`src/design/fnp_defs.svh`:
```
// Purpose: Offsets, field positions and reset values of the nibble I/O ports
// Assumes: Data memory and register file both use 7-bit nibble addresses
// Notes:   Included by bare name; definitions only
//
// What this block does
// - First port: nibble latch at 70H.
// - First port direction bits at 35H, 1=output.
// - First port direction and latch reset to zero.
// - Write loads latch; read mixes pins and latch.
// - Second port at 71H, group direction 24H.
// - Second port direction and latch reset zero.
// - Second port read: pins or latch by group.
// - Third port at 72H, direction bits 34H.
// - Third port mixed read; resets to zero.
// - First three ports drive high and low.
// - Fourth port 73H, open drain, bits 33H.
// - Fourth port resets zero; direction keeps latch.
// - Serial enable makes pins 0-2 serial.
// - Timer select makes pin 3 timer output.
// - Timer output presents one at timer reset.
// - Timer output inverts on every count match without a timer reset in the same cycle.
// - Serial clock read: latch internal, pin external.
// - Serial out reads latch, input pin, timer latch.
`ifndef FNP_DEFS_SVH
`define FNP_DEFS_SVH

// ----------------------------------------
// Data memory, bank zero
// ----------------------------------------
`define FNP_BANK_ZERO   4'h0
`define FNP_DM_FIRST    7'h70
`define FNP_DM_SECOND   7'h71
`define FNP_DM_THIRD    7'h72
`define FNP_DM_FOURTH   7'h73

// ----------------------------------------
// Register file control addresses
// ----------------------------------------
`define FNP_RF_SIO_EN   7'h0a
`define FNP_RF_TMO_SEL  7'h12
`define FNP_RF_DIR_B    7'h24
`define FNP_RF_DIR_D    7'h33
`define FNP_RF_DIR_C    7'h34
`define FNP_RF_DIR_A    7'h35
`define FNP_FLAG_BIT    0

// ----------------------------------------
// Reset values
// ----------------------------------------
`define FNP_RST_NIB     4'h0
`define FNP_RST_BIT     1'b0
`define FNP_RST_TMO     1'b1

`endif

```
`src/design/fnp_pkg.sv`:
```
// Purpose: Types shared by the nibble I/O port design
// Assumes: Four ports of four bits each
// Notes:   Offsets and reset values live in fnp_defs.svh
package fnp_pkg;

  // ----------------------------------------
  // Basic types
  // ----------------------------------------
  typedef logic [3:0] fnp_nib_t;          // One data nibble

  // ----------------------------------------
  // Whole state of the port block
  // ----------------------------------------
  typedef struct packed {
    fnp_nib_t dir_a;                      // Per-pin direction, first port
    logic     dir_b;                      // Group direction, second port
    fnp_nib_t dir_c;                      // Per-pin direction, third port
    fnp_nib_t dir_d;                      // Per-pin direction, fourth port
    logic     sio_en;                     // Serial pin enable
    logic     tmo_sel;                    // Timer output select
    fnp_nib_t lat_a;                      // Output latches
    fnp_nib_t lat_b;
    fnp_nib_t lat_c;
    fnp_nib_t lat_d;
    logic     tmo;                        // Timer match output flop
    fnp_nib_t dm_rdata;                   // Data memory read answer
    fnp_nib_t rf_rdata;                   // Register file read answer
    fnp_nib_t a_o;                        // Registered pin drive
    fnp_nib_t a_oe;
    fnp_nib_t b_o;
    fnp_nib_t b_oe;
    fnp_nib_t c_o;
    fnp_nib_t c_oe;
    fnp_nib_t d_o;
    fnp_nib_t d_oe;
  } fnp_state_t;

endpackage

```
`src/design/fnp_sync.sv`:
```
// Purpose: Two-flop synchroniser for pin levels
// Assumes: Inputs are asynchronous to clk_i
// Notes:   Only the second stage leaves the module
`timescale 1ns/10ps
module fnp_sync #(
  parameter int W = 16
) (
  input  wire logic         clk_i,
  input  wire logic         rst_n_i,
  input  wire logic [W-1:0] d_i,
  output logic      [W-1:0] q_o
);
  import fnp_pkg::*;

  typedef struct packed {
    logic [W-1:0] s1;                     // Metastable stage, read by s2 only
    logic [W-1:0] s2;                     // Settled stage
  } fnp_sync_t;

  fnp_sync_t q;
  fnp_sync_t next_q;

  // Shift one stage per clock
  always_comb begin
    next_q    = q;
    next_q.s1 = d_i;
    next_q.s2 = q.s1;
  end

  // State register
  always_ff @(posedge clk_i or negedge rst_n_i) begin
    if (!rst_n_i) begin
      q <= '0;
    end else begin
      q <= next_q;
    end
  end

  assign q_o = q.s2;
endmodule

```
`src/design/fnp_rdsel.sv`:
```
// Purpose: Per-bit read select between output latch and pin level
// Assumes: Pin levels are already synchronised
// Notes:   Pure combinational; the caller registers the result
`timescale 1ns/10ps
module fnp_rdsel #(
  parameter int W = 4
) (
  input  wire logic [W-1:0] sel_latch_i,
  input  wire logic [W-1:0] latch_i,
  input  wire logic [W-1:0] pin_i,
  output logic      [W-1:0] rdata_o
);
  import fnp_pkg::*;

  // Latch where selected, pin level elsewhere
  always_comb begin
    rdata_o = (sel_latch_i & latch_i) | (~sel_latch_i & pin_i);
  end
endmodule

```
`src/design/fnp_ports.sv`:
```
// Purpose: Four nibble I/O ports with latches and direction control
// Assumes: One CPU clock; pins arrive asynchronously
// Notes:   Read answers appear one clock after the read strobe
`timescale 1ns/10ps
`include "fnp_defs.svh"
module fnp_ports (
  input  wire logic          clk_i,
  input  wire logic          rst_n_i,
  input  wire logic [3:0]    dm_bank_i,
  input  wire logic [6:0]    dm_addr_i,
  input  wire logic          dm_wr_i,
  input  wire logic          dm_rd_i,
  input  wire fnp_pkg::fnp_nib_t dm_wdata_i,
  output fnp_pkg::fnp_nib_t  dm_rdata_o,
  input  wire logic [6:0]    rf_addr_i,
  input  wire logic          rf_wr_i,
  input  wire logic          rf_rd_i,
  input  wire fnp_pkg::fnp_nib_t rf_wdata_i,
  output fnp_pkg::fnp_nib_t  rf_rdata_o,
  input  wire fnp_pkg::fnp_nib_t first_port_i,
  output fnp_pkg::fnp_nib_t  first_port_o,
  output fnp_pkg::fnp_nib_t  first_port_oe_o,
  input  wire fnp_pkg::fnp_nib_t second_port_i,
  output fnp_pkg::fnp_nib_t  second_port_o,
  output fnp_pkg::fnp_nib_t  second_port_oe_o,
  input  wire fnp_pkg::fnp_nib_t third_port_i,
  output fnp_pkg::fnp_nib_t  third_port_o,
  output fnp_pkg::fnp_nib_t  third_port_oe_o,
  input  wire fnp_pkg::fnp_nib_t fourth_port_i,
  output fnp_pkg::fnp_nib_t  fourth_port_o,
  output fnp_pkg::fnp_nib_t  fourth_port_oe_o,
  input  wire logic          sio_int_clk_i,
  input  wire logic          sio_sck_out_i,
  input  wire logic          sio_so_i,
  output logic               sio_sck_in_o,
  output logic               sio_si_o,
  input  wire logic          timer_reset_i,
  input  wire logic          timer_match_i,
  output logic               timer_match_pin_o
);
  import fnp_pkg::*;

  // ----------------------------------------
  // State and helpers
  // ----------------------------------------
  fnp_state_t q;                          // Registered state
  fnp_state_t next_q;                     // Next state
  logic [15:0] pins_s;                    // Synchronised pins, d:c:b:a
  logic [3:0][3:0] mix_sel;               // 1 = read latch for that bit
  logic [3:0][3:0] mix_lat;
  logic [3:0][3:0] mix_pin;
  logic [3:0][3:0] mix_rd;                // Read value per port
  fnp_nib_t d_sel;                        // Fourth port read select
  fnp_nib_t d_pull;                       // Fourth port pull-low request

  // Bank zero data memory hit at a port offset
  function automatic logic dm_at(input logic [6:0] off);
    dm_at = (dm_bank_i == `FNP_BANK_ZERO) && (dm_addr_i == off);
  endfunction

  // Register file hit at a control offset
  function automatic logic rf_at(input logic [6:0] off);
    rf_at = (rf_addr_i == off);
  endfunction

  // Timer output flop next value; reset beats a match in the same cycle
  // Kept as a function so the pin drive never reads next_q back
  function automatic logic tmo_next(input logic cur);
    tmo_next = timer_reset_i ? 1'b1 : (timer_match_i ? ~cur : cur);
  endfunction

  // ----------------------------------------
  // Pin synchronisers
  // ----------------------------------------
  // Pins are external, so every read path goes through two flops
  fnp_sync #(
    .W (16)
  ) u_sync (
    .clk_i   (clk_i),
    .rst_n_i (rst_n_i),
    .d_i     ({fourth_port_i, third_port_i, second_port_i, first_port_i}),
    .q_o     (pins_s)
  );

  // ----------------------------------------
  // Read selection per port
  // ----------------------------------------
  // Fourth port read select depends on the pin function
  always_comb begin
    d_sel = q.dir_d;
    if (q.sio_en) begin
      d_sel[0] = sio_int_clk_i;
      d_sel[1] = 1'b1;
      d_sel[2] = 1'b0;
    end
    if (q.tmo_sel) begin
      d_sel[3] = 1'b1;
    end
  end

  // Gather inputs of the four read selectors
  always_comb begin
    mix_sel[0] = q.dir_a;
    mix_sel[1] = {4{q.dir_b}};
    mix_sel[2] = q.dir_c;
    mix_sel[3] = d_sel;
    mix_lat[0] = q.lat_a;
    mix_lat[1] = q.lat_b;
    mix_lat[2] = q.lat_c;
    mix_lat[3] = q.lat_d;
    mix_pin[0] = pins_s[3:0];
    mix_pin[1] = pins_s[7:4];
    mix_pin[2] = pins_s[11:8];
    mix_pin[3] = pins_s[15:12];
  end

  genvar gi;
  generate
    for (gi = 0; gi < 4; gi++) begin : g_rd
      fnp_rdsel #(
        .W (4)
      ) u_rdsel (
        .sel_latch_i (mix_sel[gi]),
        .latch_i     (mix_lat[gi]),
        .pin_i       (mix_pin[gi]),
        .rdata_o     (mix_rd[gi])
      );
    end
  endgenerate

  // ----------------------------------------
  // Fourth port open-drain requests
  // ----------------------------------------
  // Open drain can only pull low, so a latch 1 means release
  always_comb begin
    d_pull = q.dir_d & ~q.lat_d;
    if (q.sio_en) begin
      d_pull[0] = sio_int_clk_i & ~sio_sck_out_i;
      d_pull[1] = ~sio_so_i;
      d_pull[2] = 1'b0;
    end
    if (q.tmo_sel) begin
      d_pull[3] = ~tmo_next(q.tmo);
    end
  end

  // ----------------------------------------
  // Next state
  // ----------------------------------------
  always_comb begin
    next_q = q;
    // Data memory writes land in the latch in any direction
    if (dm_wr_i) begin
      if (dm_at(`FNP_DM_FIRST)) begin
        next_q.lat_a = dm_wdata_i;
      end
      if (dm_at(`FNP_DM_SECOND)) begin
        next_q.lat_b = dm_wdata_i;
      end
      if (dm_at(`FNP_DM_THIRD)) begin
        next_q.lat_c = dm_wdata_i;
      end
      if (dm_at(`FNP_DM_FOURTH)) begin
        next_q.lat_d = dm_wdata_i;
      end
    end
    // Register file writes; direction never touches a latch
    if (rf_wr_i) begin
      case (rf_addr_i)
        `FNP_RF_DIR_A: begin
          next_q.dir_a = rf_wdata_i;
        end
        `FNP_RF_DIR_B: begin
          next_q.dir_b = rf_wdata_i[`FNP_FLAG_BIT];
        end
        `FNP_RF_DIR_C: begin
          next_q.dir_c = rf_wdata_i;
        end
        `FNP_RF_DIR_D: begin
          next_q.dir_d = rf_wdata_i;
        end
        `FNP_RF_SIO_EN: begin
          next_q.sio_en = rf_wdata_i[`FNP_FLAG_BIT];
        end
        `FNP_RF_TMO_SEL: begin
          next_q.tmo_sel = rf_wdata_i[`FNP_FLAG_BIT];
        end
        default: begin
          // Other peripherals own these addresses
        end
      endcase
    end
    // Timer output flop: one on timer reset, inverted on a match
    next_q.tmo = tmo_next(q.tmo);
    // Data memory read answer, held until the next read
    if (dm_rd_i) begin
      next_q.dm_rdata = '0;
      if (dm_at(`FNP_DM_FIRST)) begin
        next_q.dm_rdata = mix_rd[0];
      end
      if (dm_at(`FNP_DM_SECOND)) begin
        next_q.dm_rdata = mix_rd[1];
      end
      if (dm_at(`FNP_DM_THIRD)) begin
        next_q.dm_rdata = mix_rd[2];
      end
      if (dm_at(`FNP_DM_FOURTH)) begin
        next_q.dm_rdata = mix_rd[3];
      end
    end
    // Register file read answer; unused upper bits read zero
    if (rf_rd_i) begin
      case (rf_addr_i)
        `FNP_RF_DIR_A:   next_q.rf_rdata = q.dir_a;
        `FNP_RF_DIR_B:   next_q.rf_rdata = {3'h0, q.dir_b};
        `FNP_RF_DIR_C:   next_q.rf_rdata = q.dir_c;
        `FNP_RF_DIR_D:   next_q.rf_rdata = q.dir_d;
        `FNP_RF_SIO_EN:  next_q.rf_rdata = {3'h0, q.sio_en};
        `FNP_RF_TMO_SEL: next_q.rf_rdata = {3'h0, q.tmo_sel};
        default:         next_q.rf_rdata = 4'h0;
      endcase
    end
    // Pin drive; push-pull ports drive both levels when enabled
    next_q.a_o  = q.lat_a;
    next_q.a_oe = q.dir_a;
    next_q.b_o  = q.lat_b;
    next_q.b_oe = {4{q.dir_b}};
    next_q.c_o  = q.lat_c;
    next_q.c_oe = q.dir_c;
    next_q.d_o  = 4'h0;
    next_q.d_oe = d_pull;
  end

  // ----------------------------------------
  // State register
  // ----------------------------------------
  always_ff @(posedge clk_i or negedge rst_n_i) begin
    if (!rst_n_i) begin
      q         <= '0;
      q.dir_a   <= `FNP_RST_NIB;
      q.lat_a   <= `FNP_RST_NIB;
      q.dir_b   <= `FNP_RST_BIT;
      q.lat_b   <= `FNP_RST_NIB;
      q.dir_c   <= `FNP_RST_NIB;
      q.lat_c   <= `FNP_RST_NIB;
      q.dir_d   <= `FNP_RST_NIB;
      q.lat_d   <= `FNP_RST_NIB;
      q.sio_en  <= `FNP_RST_BIT;
      q.tmo_sel <= `FNP_RST_BIT;
      q.tmo     <= `FNP_RST_TMO;
    end else begin
      q <= next_q;
    end
  end

  // ----------------------------------------
  // Outputs, all from flops
  // ----------------------------------------
  assign dm_rdata_o        = q.dm_rdata;
  assign rf_rdata_o        = q.rf_rdata;
  assign first_port_o      = q.a_o;
  assign first_port_oe_o   = q.a_oe;
  assign second_port_o     = q.b_o;
  assign second_port_oe_o  = q.b_oe;
  assign third_port_o      = q.c_o;
  assign third_port_oe_o   = q.c_oe;
  assign fourth_port_o     = q.d_o;
  assign fourth_port_oe_o  = q.d_oe;
  assign sio_sck_in_o      = pins_s[12];
  assign sio_si_o          = pins_s[14];
  assign timer_match_pin_o = q.tmo;
endmodule

```
`config.mk`:
```
export PLATFORM = sky130hd
export DESIGN_NAME = fnp_ports
export DESIGN_NICKNAME = d
export VERILOG_FILES = /design/src/design/fnp_pkg.sv /design/src/design/fnp_sync.sv /design/src/design/fnp_rdsel.sv /design/src/design/fnp_ports.sv
export VERILOG_INCLUDE_DIRS = /design/src /design/src/design
export SDC_FILE = /design/constraint.sdc
export NUM_CORES = 1
export LEC_CHECK = 0
export ABC_AREA = 1
export BUFFER_PORTS_ARGS = -buffer_cell sky130_fd_sc_hd__buf_2
export CAP_MARGIN = 10
export CORE_AREA = 2 2 75 106
export DETAILED_ROUTE_END_ITERATION = 8
export DIE_AREA = 0 0 77 108
export PLACE_DENSITY_LB_ADDON = 0.05
export SLEW_MARGIN = 20
export SYNTH_ARGS = -nofsm -noshare
export SYNTH_HDL_FRONTEND = slang
export SYNTH_HIERARCHICAL = 1
export SYNTH_SLANG_ARGS = --single-unit
```
`constraint.sdc`:
```
create_clock -name clk_i -period 2.32 [get_ports clk_i]
set_input_delay 0.696 -clock clk_i [delete_from_list [all_inputs] [get_ports clk_i]]
set_output_delay 0.696 -clock clk_i [all_outputs]
set_load 0.05 [all_outputs]
```
After elaboration in Yosys (flattened, before gate mapping). Cells that the tools add are included.

Bits in registers: 97. Latch bits: 0. Bits in writable memories: 0. ROM bits: 0. Output and inout port bits: 43. Memories kept: 0.

$add $sub $neg: 0. Multiply operators: 0. Divide/modulo/power cells: 0. $lt $le $gt $ge: 0. Eq/ne operators: 10. Shifts and indexed selects: 0. Mux-type cells: 11. Bitwise logic cells: 23. Reduce and logical (&&, ||, !) cells: 15.

Operators with widths (number): $and A4 B4 Y4 (9); $eq A7 B6 Y1 const B (4); $eq A7 B7 Y1 const B (4); $pmux W4 S6 (1); $not A4 Y4 (5); $reduce_and A2 Y1 (10); $mux W4 (4); $or A4 B4 Y4 (4); $eq A7 B4 Y1 const B (1); $eq A7 B5 Y1 const B (1); $mux W3 (2); $logic_and A1 B1 Y1 (4); $logic_not A4 Y1 (1); $mux W1 (4); $not A1 Y1 (4); $and A1 B1 Y1 (1).

Longest topological paths before layout. Gate-level depths: netlist (run 1).

Word-level depth: 7. Depth in mapped cells: 11. Mapped depth without buffers: 11.

Modules after synthesis. The synthesis (run 1) kept the hierarchy.

By module, submodules not included: fnp_ports (times used 1, cells each 346, area each 3074.2 µm²); fnp_sync (times used 1, cells each 32, area each 800.8 µm²); fnp_rdsel (times used 4, cells each 16, area each 60.1 µm²).

Least setup slack after synthesis (run 1). No wires, ideal clock.

Kind: input to register. From: input port rf_addr_i[0]. To: register q (netlist bit mix_sel[8]). Setup time: 119 ps. Arrival time: 1435 ps. Path slack: 767 ps. Stages: 7. Buffers on the path: 0. Cells stage by stage: inv_1 -> nand3_1 -> nor2_4 -> nand2_1 -> nor2_2 -> nand2_1 -> o21a_1.

Word-level cells in the longest chain between the ends: 2.

RTL lines: from (decl) (RTL line fnp_ports.sv:15) `input wire logic [6:0] rf_addr_i,`; $eq A7 B6 Y1 (RTL line fnp_ports.sv:169) `case (rf_addr_i)`; $reduce_and A2 Y1 (no line); to (signal assigned) (RTL line fnp_ports.sv:252) `q <= next_q;`; to (decl) (RTL line fnp_ports.sv:46) `fnp_state_t q;`.

No other way between the ends. A chain may end at the register's enable or synchronous reset.

Worst setup path after layout (run 1).
From: register q (netlist bit timer_match_pin_o). To: output port timer_match_pin_o.

RTL lines: to (decl) (RTL line fnp_ports.sv:39) `output logic timer_match_pin_o`.

No word-level cell between the ends.

==> metrics.md, run 1 <==
| Metric | Value |
|---|---|
| Most common cell after layout, fill and taps aside | nand2_1 |
| PwrDens | roughly 700 mW/mm2 |
| Worst Path Arrival | 1160 ps |
| Register cell area after layout | 0.00243 mm2 |
| CP Capture Type | output port |
| Final WS setup | 465 ps |
| R2R cell count | 11 |
| H-tree Lvls | 3 |
| Die Y-Extent | about 110 um |
| # diodes | 0 |
| Fin Hold WS | 286 ps |
| Layout Utilization | 63.0% |
| Endpoints failing setup | 0 |
| Main flop type after synthesis | dfrtp_1 |
| Finished Cell Area | ~0.0046 mm2 |
| GRT Total Usage | 20.4% |
| P_sw | 0.896 mW |
| CP max-delay cell | dfstp_2 |
| Vias per cell | 4.78 |
| Status | completed |
| CP Class | flop to output port |
| CTS buffer count | 9 |
| Core ar. | roughly 0.0073 mm2 |
| Ys async rst share | 100% |
| Postcts setup bufs | 0 |
| First-pass detailed-route iteration total | 4 |
| Startpoint Class | flop |
| DRT antenna net count | 0 |
| Initial Util | 56.3% |
| Post-CTS Hold Buffers | 0 |
| Hold crit path type | input pin to async pin |
| Dpl ws | 362 ps |
| Flop pwr share | between 50% and 60% |
| Worst r2r src | mix_sel[0]$_DFFE_PN0P_ |
| Fmax | 0.539 GHz |
| CP top delay family | flip-flops |
| Critical Path Stages | 1 |
| Post-synth EDFFs | 0 |
| Clock sink count | 97 |
| First-pass GRT wire length | 12.9 mm |
| CP startpoint | timer_match_pin_o$_DFF_PN1_ |
| Placer Congestion | 0.833 |
| MaxCap Viol Count | 0 |
| DIE AREA | 0.00832 mm2 |
| Logic pwr share | a little over an eighth |
| Crit Reg-Reg Endpoint | dm_rdata_o[0]$_DFFE_PN0P_ |
| Fin. max-slew vios | 0 |
| CTS resizes | 0 |
| Hpwl dp | just over 6 mm |
| Share of the synthesized area in the top cell type | 58.4% |
| CP Buf/Inv Count | 1 |
| Area occupied by multi-input gates | 0.00116 mm2 |
| FILL cells | 653 |
| CTS Buffer Depth | 2 |
| Synth Register Bits | between 90 and 100 |
| Switch share | approximately 28% |
| Grt ovf | 0 |
| CP required | between 1500 and 2000 ps |
| Synth area leaders | dfrtp_1 (58%), nand2_1 (12%), buf_4 (7.5%) |
| Setup TNS | 0 ps |
| Final Hold Vio Count | 0 |
| Routed len/inst | between 10 and 15 um |
| TritonCTS clock tree | yes |
| Layout cells sized above 1 | 24.6% |
| Vias in the first global route | between 2,000 and 3,000 |
| Syn avg cell area | 9.31 um2 |
| Row count | 37 |
| Worst R2R Setup Slack | ~1100 ps |
| Cell variety after synth | 27 |
| Detailed Route Iter0 Violations | 112 |
| Post-synthesis sequential area ratio | just under 60% |
| Via Count | ~2,900 |
| DRC | 0 |
| Crit-path cells | buf_2 |
| Fin crit share | 80.0% |
| Cells after Synth | roughly 440 |
| Clk slew on worst S/H paths | around 90 ps |
| Clock Skew | 6.78 ps |
| P_leak | approximately 2.5 nW |
| Final WL | 7.86 mm |
| Int Pwr | 2.34 mW |
| Post-synth top area cell | dfrtp_1 |
| Initial antenna violation count | 0 |
| Buffers on Ports | 91 |
| Netlist Area Pre-Place | 0.00412 mm2 |
| Synth warn | 6 |
| Tmin final | 1860 ps |
| RSZ-0062 raised after global routing | false |
| Die width | 77 um |
| P&R area growth vs syn | 11.9% |
| Dpl cell area | 0.00443 mm2 |
| CTS root buf | clkbuf_8 |
| Most frequent cells in the layout | nand2_1 (133), dfrtp_1 (96), buf_2 (90) |
| # IOs | 96 |
| Largest net degree at the start of global routing | 36 |
| # nets final | 560 |
| Worst-Skew Late Latency | roughly 360 ps |
| Max FO, Critical Path | 3 |
| Clk network pwr share | 30.2% |
| Peak supply drop | 0.000452 V |
| Slowest stage delay, CP | around 550 ps |
[Yosys cell counts, drive strengths merged, types with 2 or more instances]
library cell / instances
o211ai: 2
a21oi: 6
o2111ai: 4
o21ai: 38
nor2: 26
nand3: 24
nor3: 4
o21a: 4
buf: 42
nand2: 134
inv: 56
dfrtp: 96
[area by class of cell]
cell class                 count  share of cell area [%]
sequential                    97                    52.7
timing repair buffer          94                    11.0
tap                           97                    2.64
inverter                      56                    4.56
clock inverter                 2                   0.272
clock buffer                  14                    3.53
multi-input combinational    249                    25.3
[state kept, by name, indices dropped and copies added, names as in the netlist, 6 cells and up]
| register | cells |
|---|---|
| u_sync/next_q | 16 |
| mix_lat | 16 |
| q | 6 |
| u_sync/q_o | 16 |
| mix_sel | 9 |
[how the worst max path moves through the flow]
stage                                          to  slack [ps]
after floorplan            mix_sel[8]$_DFFE_PN0P_         770
after global placement    mix_lat[14]$_DFFE_PN0P_         420
after detailed placement  mix_lat[12]$_DFFE_PN0P_         360
after CTS                       timer_match_pin_o         440
after global routing            timer_match_pin_o         420
final                           timer_match_pin_o         460
[logic make-up (layout without fill, tap and decap cells)]
family | after synthesis | count (layout) | synth area share [%]
other | 1 | 4 | 0.0911
AOI/OAI and AO/OA | 56 | 56 | 7.69
buffers and inverters | 99 | 166 | 13.0
DFF | 97 | 97 | 59.0
and+or+nand+nor | 189 | 189 | 20.2
[worst reg2reg max path: stages, from the launching register on]
cell	delay, ps
dfrtp_1	470
inv_1	80
nand2_1	70
nand2_1	60
inv_1	40
a21oi_1	100
nand3_1	70
nand2_1	80
inv_1	40
nand2_1	60
nand2_1	60
nand2_1	50
[layer usage]
metal  track usage (%)  part of all wire (%)  vias up
met1              24.1                    42     1324
li1                  -                     -     1462
met5                 0                     0        -
met3              3.92                   5.2       27
met2              34.6                    48       98
met4              12.8                   4.9        0
[power groups by stage]
stage          Clock (mW)  Sequential (mW)  Combinational [mW]
3_3_place_gp            0             1.87               0.421
5_1_grt              1.07             1.85               0.461
2_1_floorplan           0             1.86               0.297
6_report            0.977             1.83               0.421
3_5_place_dp            0             1.87               0.426
4_1_cts              1.01             1.84               0.427
[per-stage QoR]
step / total power [mW] / std cells
after global placement: 2.29 / 593
after global routing: 3.38 / 609
final: 3.23 / 609
after floorplan: 2.16 / 445
after detailed placement: 2.29 / 593
after CTS: 3.27 / 609
No activity file was read; power rests on OpenSTA's default activity.
==> run 2: changes to the inputs <==
--- a/config.mk
+++ b/config.mk
@@ -9,9 +9,9 @@
 export ABC_AREA = 1
 export BUFFER_PORTS_ARGS = -buffer_cell sky130_fd_sc_hd__buf_2
 export CAP_MARGIN = 10
-export CORE_AREA = 2 2 75 106
+export CORE_AREA = 2 2 82 115
 export DETAILED_ROUTE_END_ITERATION = 8
-export DIE_AREA = 0 0 77 108
+export DIE_AREA = 0 0 84 117
 export PLACE_DENSITY_LB_ADDON = 0.05
 export SLEW_MARGIN = 20
 export SYNTH_ARGS = -nofsm -noshare
==> constraint.sdc (replaced) <==
create_clock -name clk_i -period 1.7 [get_ports clk_i]
set_input_delay 0.51 -clock clk_i [delete_from_list [all_inputs] [get_ports clk_i]]
set_output_delay 0.51 -clock clk_i [all_outputs]
set_load 0.05 [all_outputs]
==> run 2 against run 1 <==
Against the previous run: wire length is 4.4% higher; cell count is 2.6% higher; largest cell class unchanged; highest routed layer unchanged; hold slack worse by 210 ps; core utilization is 9.2 points lower; die area is 18% higher; clock skew is 1.2 ps lower; register-to-register slack worse by 620 ps.
==> metrics.md, run 2 (same netlist as run 1, synthesis figures left out) <==
| Metric | Value |
|---|---|
| DRT antenna net count | 0 (unchanged) |
| Worst Path Arrival | 1120 ps (-40 ps) |
| Logic pwr share | 11.7% (-1.3 points) |
| First-pass detailed-route iteration total | 4 (unchanged) |
| P_leak | 2.59 nW (+3.2%) |
| Most frequent cells in the layout | nand2_1 (133), dfrtp_1 (96), buf_2 (90) |
| Crit-path cells | buf_2 |
| Crit Reg-Reg Endpoint | dm_rdata_o[2]$_DFFE_PN0P_ |
| Clk network pwr share | 37.9% (+7.7 points) |
| PwrDens | 1040 mW/mm2 (+48%) |
| # diodes | 0 (unchanged) |
| Fmax | 0.614 GHz |
| RSZ-0062 raised after global routing | false |
| R2R cell count | 9 (-2) |
| GRT Total Usage | 18.0% (-2.5 points) |
| Die Y-Extent | 117 um (+8.3%) |
| Worst-Skew Late Latency | 330 ps (-30 ps) |
| Setup TNS | 0 ps (unchanged) |
| Via Count | 2,899 (-0.41%) |
| Clock Skew | 5.57 ps (-1.21 ps) |
| Switch share | 26.3% (-1.5 points) |
| Die width | 84 um (+9.1%) |
| Startpoint Class | flop |
| Postcts setup bufs | 0 (unchanged) |
| Core ar. | 0.00887 mm2 (+21%) |
| CTS Buffer Depth | 2 (unchanged) |
| P&R area growth vs syn | 16.0% |
| Buffers on Ports | 91 (unchanged) |
| # IOs | 96 (unchanged) |
| Register cell area after layout | 0.00243 mm2 (unchanged) |
| Number of non-filler instances in the completed layout | 625 (+2.6%) |
| CP top delay family | flip-flops |
| Clk slew on worst S/H paths | 60 ps (-30 ps) |
| Layout cells sized above 1 | 25.7% (+1.1 points) |
| Post-Place Cells | 609 (+2.7%) |
| Post-CTS Hold Buffers | 0 (unchanged) |
| Fin crit share | around 96% |
| CP max-delay cell | dfstp_2 |
| Worst R2R Setup Slack | 440 ps (-620 ps) |
| CTS root buf | clkbuf_16 |
| Hpwl dp | 6.45 mm (+6.6%) |
| Hold crit path type | input pin to async pin |
| First-pass GRT wire length | 13.4 mm (+4.0%) |
| H-tree Lvls | 3 (unchanged) |
| Final Hold Vio Count | 0 (unchanged) |
| Clock sink count | 97 (unchanged) |
| Endpoints failing setup | 0 (unchanged) |
| Area occupied by multi-input gates | 0.00116 mm2 (unchanged) |
| Max FO, Critical Path | 3 (unchanged) |
| DRC | 0 (unchanged) |
| # nets final | 566 (+1.1%) |
| Grt ovf | 0 (unchanged) |
| Routed len/inst | 13.1 um (+1.7%) |
| P_sw | 1.30 mW (+46%) |
| Peak supply drop | 0.000725 V (+60%) |
| Flop pwr share | 50.4% (-6.3 points) |
| Most common cell after layout, fill and taps aside | nand2_1 |
| FILL cells | 813 (+25%) |
| Fin. max-slew vios | 0 (unchanged) |
| Slowest stage delay, CP | 530 ps (-20 ps) |
| Critical Path Stages | 1 (unchanged) |
| Status | completed |
| Final WL | 8.20 mm (+4.4%) |
| Initial Util | 46.4% (-9.9 points) |
| Detailed Route Iter0 Violations | 132 (+18%) |
| CP Class | flop to output port |
| CP Capture Type | output port |
| DIE AREA | 0.00983 mm2 (+18%) |
| Vias in the first global route | 2,814 (-2.1%) |
| Placer Congestion | 0.818 (-1.7%) |
| Int Pwr | 3.66 mW (+57%) |
| CTS buffer count | 9 (unchanged) |
| Row count | 41 (+11%) |
| Largest net degree at the start of global routing | 36 (unchanged) |
| Vias per cell | 4.64 (-3.0%) |
| Initial antenna violation count | 0 (unchanged) |
| CP Buf/Inv Count | 1 (unchanged) |
| TritonCTS clock tree | yes |
| CTS resizes | 0 (unchanged) |
| Tmin final | 1630 ps |
| Worst r2r src | mix_sel[4]$_DFFE_PN0P_ |
| CP required | 1190 ps (-430 ps) |
| MaxCap Viol Count | 0 (unchanged) |
run 2: cell types whose count changed in the layout (fill, tap and decap cells not counted), sizes merged:
cell	previous run	this run
buf	94	100
clkbuf	14	13
clkinv	1	2
run 2: cell type report:
| class | count | area share [%] |
|---|---|---|
| multi-input cells | 249 | 24.4 |
| clock inverters | 3 | 0.524 |
| clock buffers | 13 | 5.45 |
| repair buffers | 100 | 11.5 |
| inverters | 56 | 4.40 |
| well taps | 107 | 2.80 |
| flip-flops and latches | 97 | 50.9 |
run 2: worst register-to-register path: stages, from the launching register on:
cell     delay [ps]
dfrtp_1         580
inv_1            80
nand2_1          70
nand2_1          60
nand3_1          80
nand2_1          50
inv_1            40
nand2_1          70
nand2_1          70
nand2_1          50
run 2: layer usage:
layer | vias to the layer above | wire length (um) | global-route usage, % | part of all wire, %
met5 | - | 0 | 0 | 0
met4 | 0 | 238 | 9.03 | 2.9
met3 | 16 | 373 | 3.58 | 4.5
met2 | 87 | 4200 | 30.7 | 51
met1 | 1317 | 3390 | 21.9 | 41
li1 | 1479 | - | - | -
run 2: how the worst max path moves through the flow:
stage,end,startpoint,slack (ps)
after global routing,timer_match_pin_o,timer_match_pin_o$_DFF_PN1_,30
after floorplan,mix_sel[8]$_DFFE_PN0P_,rf_addr_i[0],330
after global placement,rf_rdata_o[1]$_DFFE_PN0P_,rf_addr_i[6],80
after CTS,timer_match_pin_o,timer_match_pin_o$_DFF_PN1_,60
final,timer_match_pin_o,timer_match_pin_o$_DFF_PN1_,70
after detailed placement,dm_rdata_o[2]$_DFFE_PN0P_,dm_bank_i[1],50
run 2: through the flow:
step | setup slack [ps] | area, um2 | util (%) | total power [mW] | hold WS, ps
after floorplan | 333 | 4130 | - | 2.94 | 214
after global placement | 79.8 | 4490 | 50.6 | 3.13 | 331
after detailed placement | 46.6 | 4490 | 50.6 | 3.14 | 335
after CTS | 55.5 | 4770 | 53.8 | 5.03 | 81.3
after global routing | 29.1 | 4770 | 53.8 | 5.20 | 97.4
final | 70.3 | 4770 | 53.8 | 4.97 | 75.6
run 2: power by group through the flow:
stage	registers (mW)	clock network [mW]	logic, mW
6_report	2.50	1.88	0.581
5_1_grt	2.52	2.03	0.642
4_1_cts	2.51	1.93	0.592
3_5_place_dp	2.55	0	0.590
3_3_place_gp	2.55	0	0.586
2_1_floorplan	2.54	0	0.406
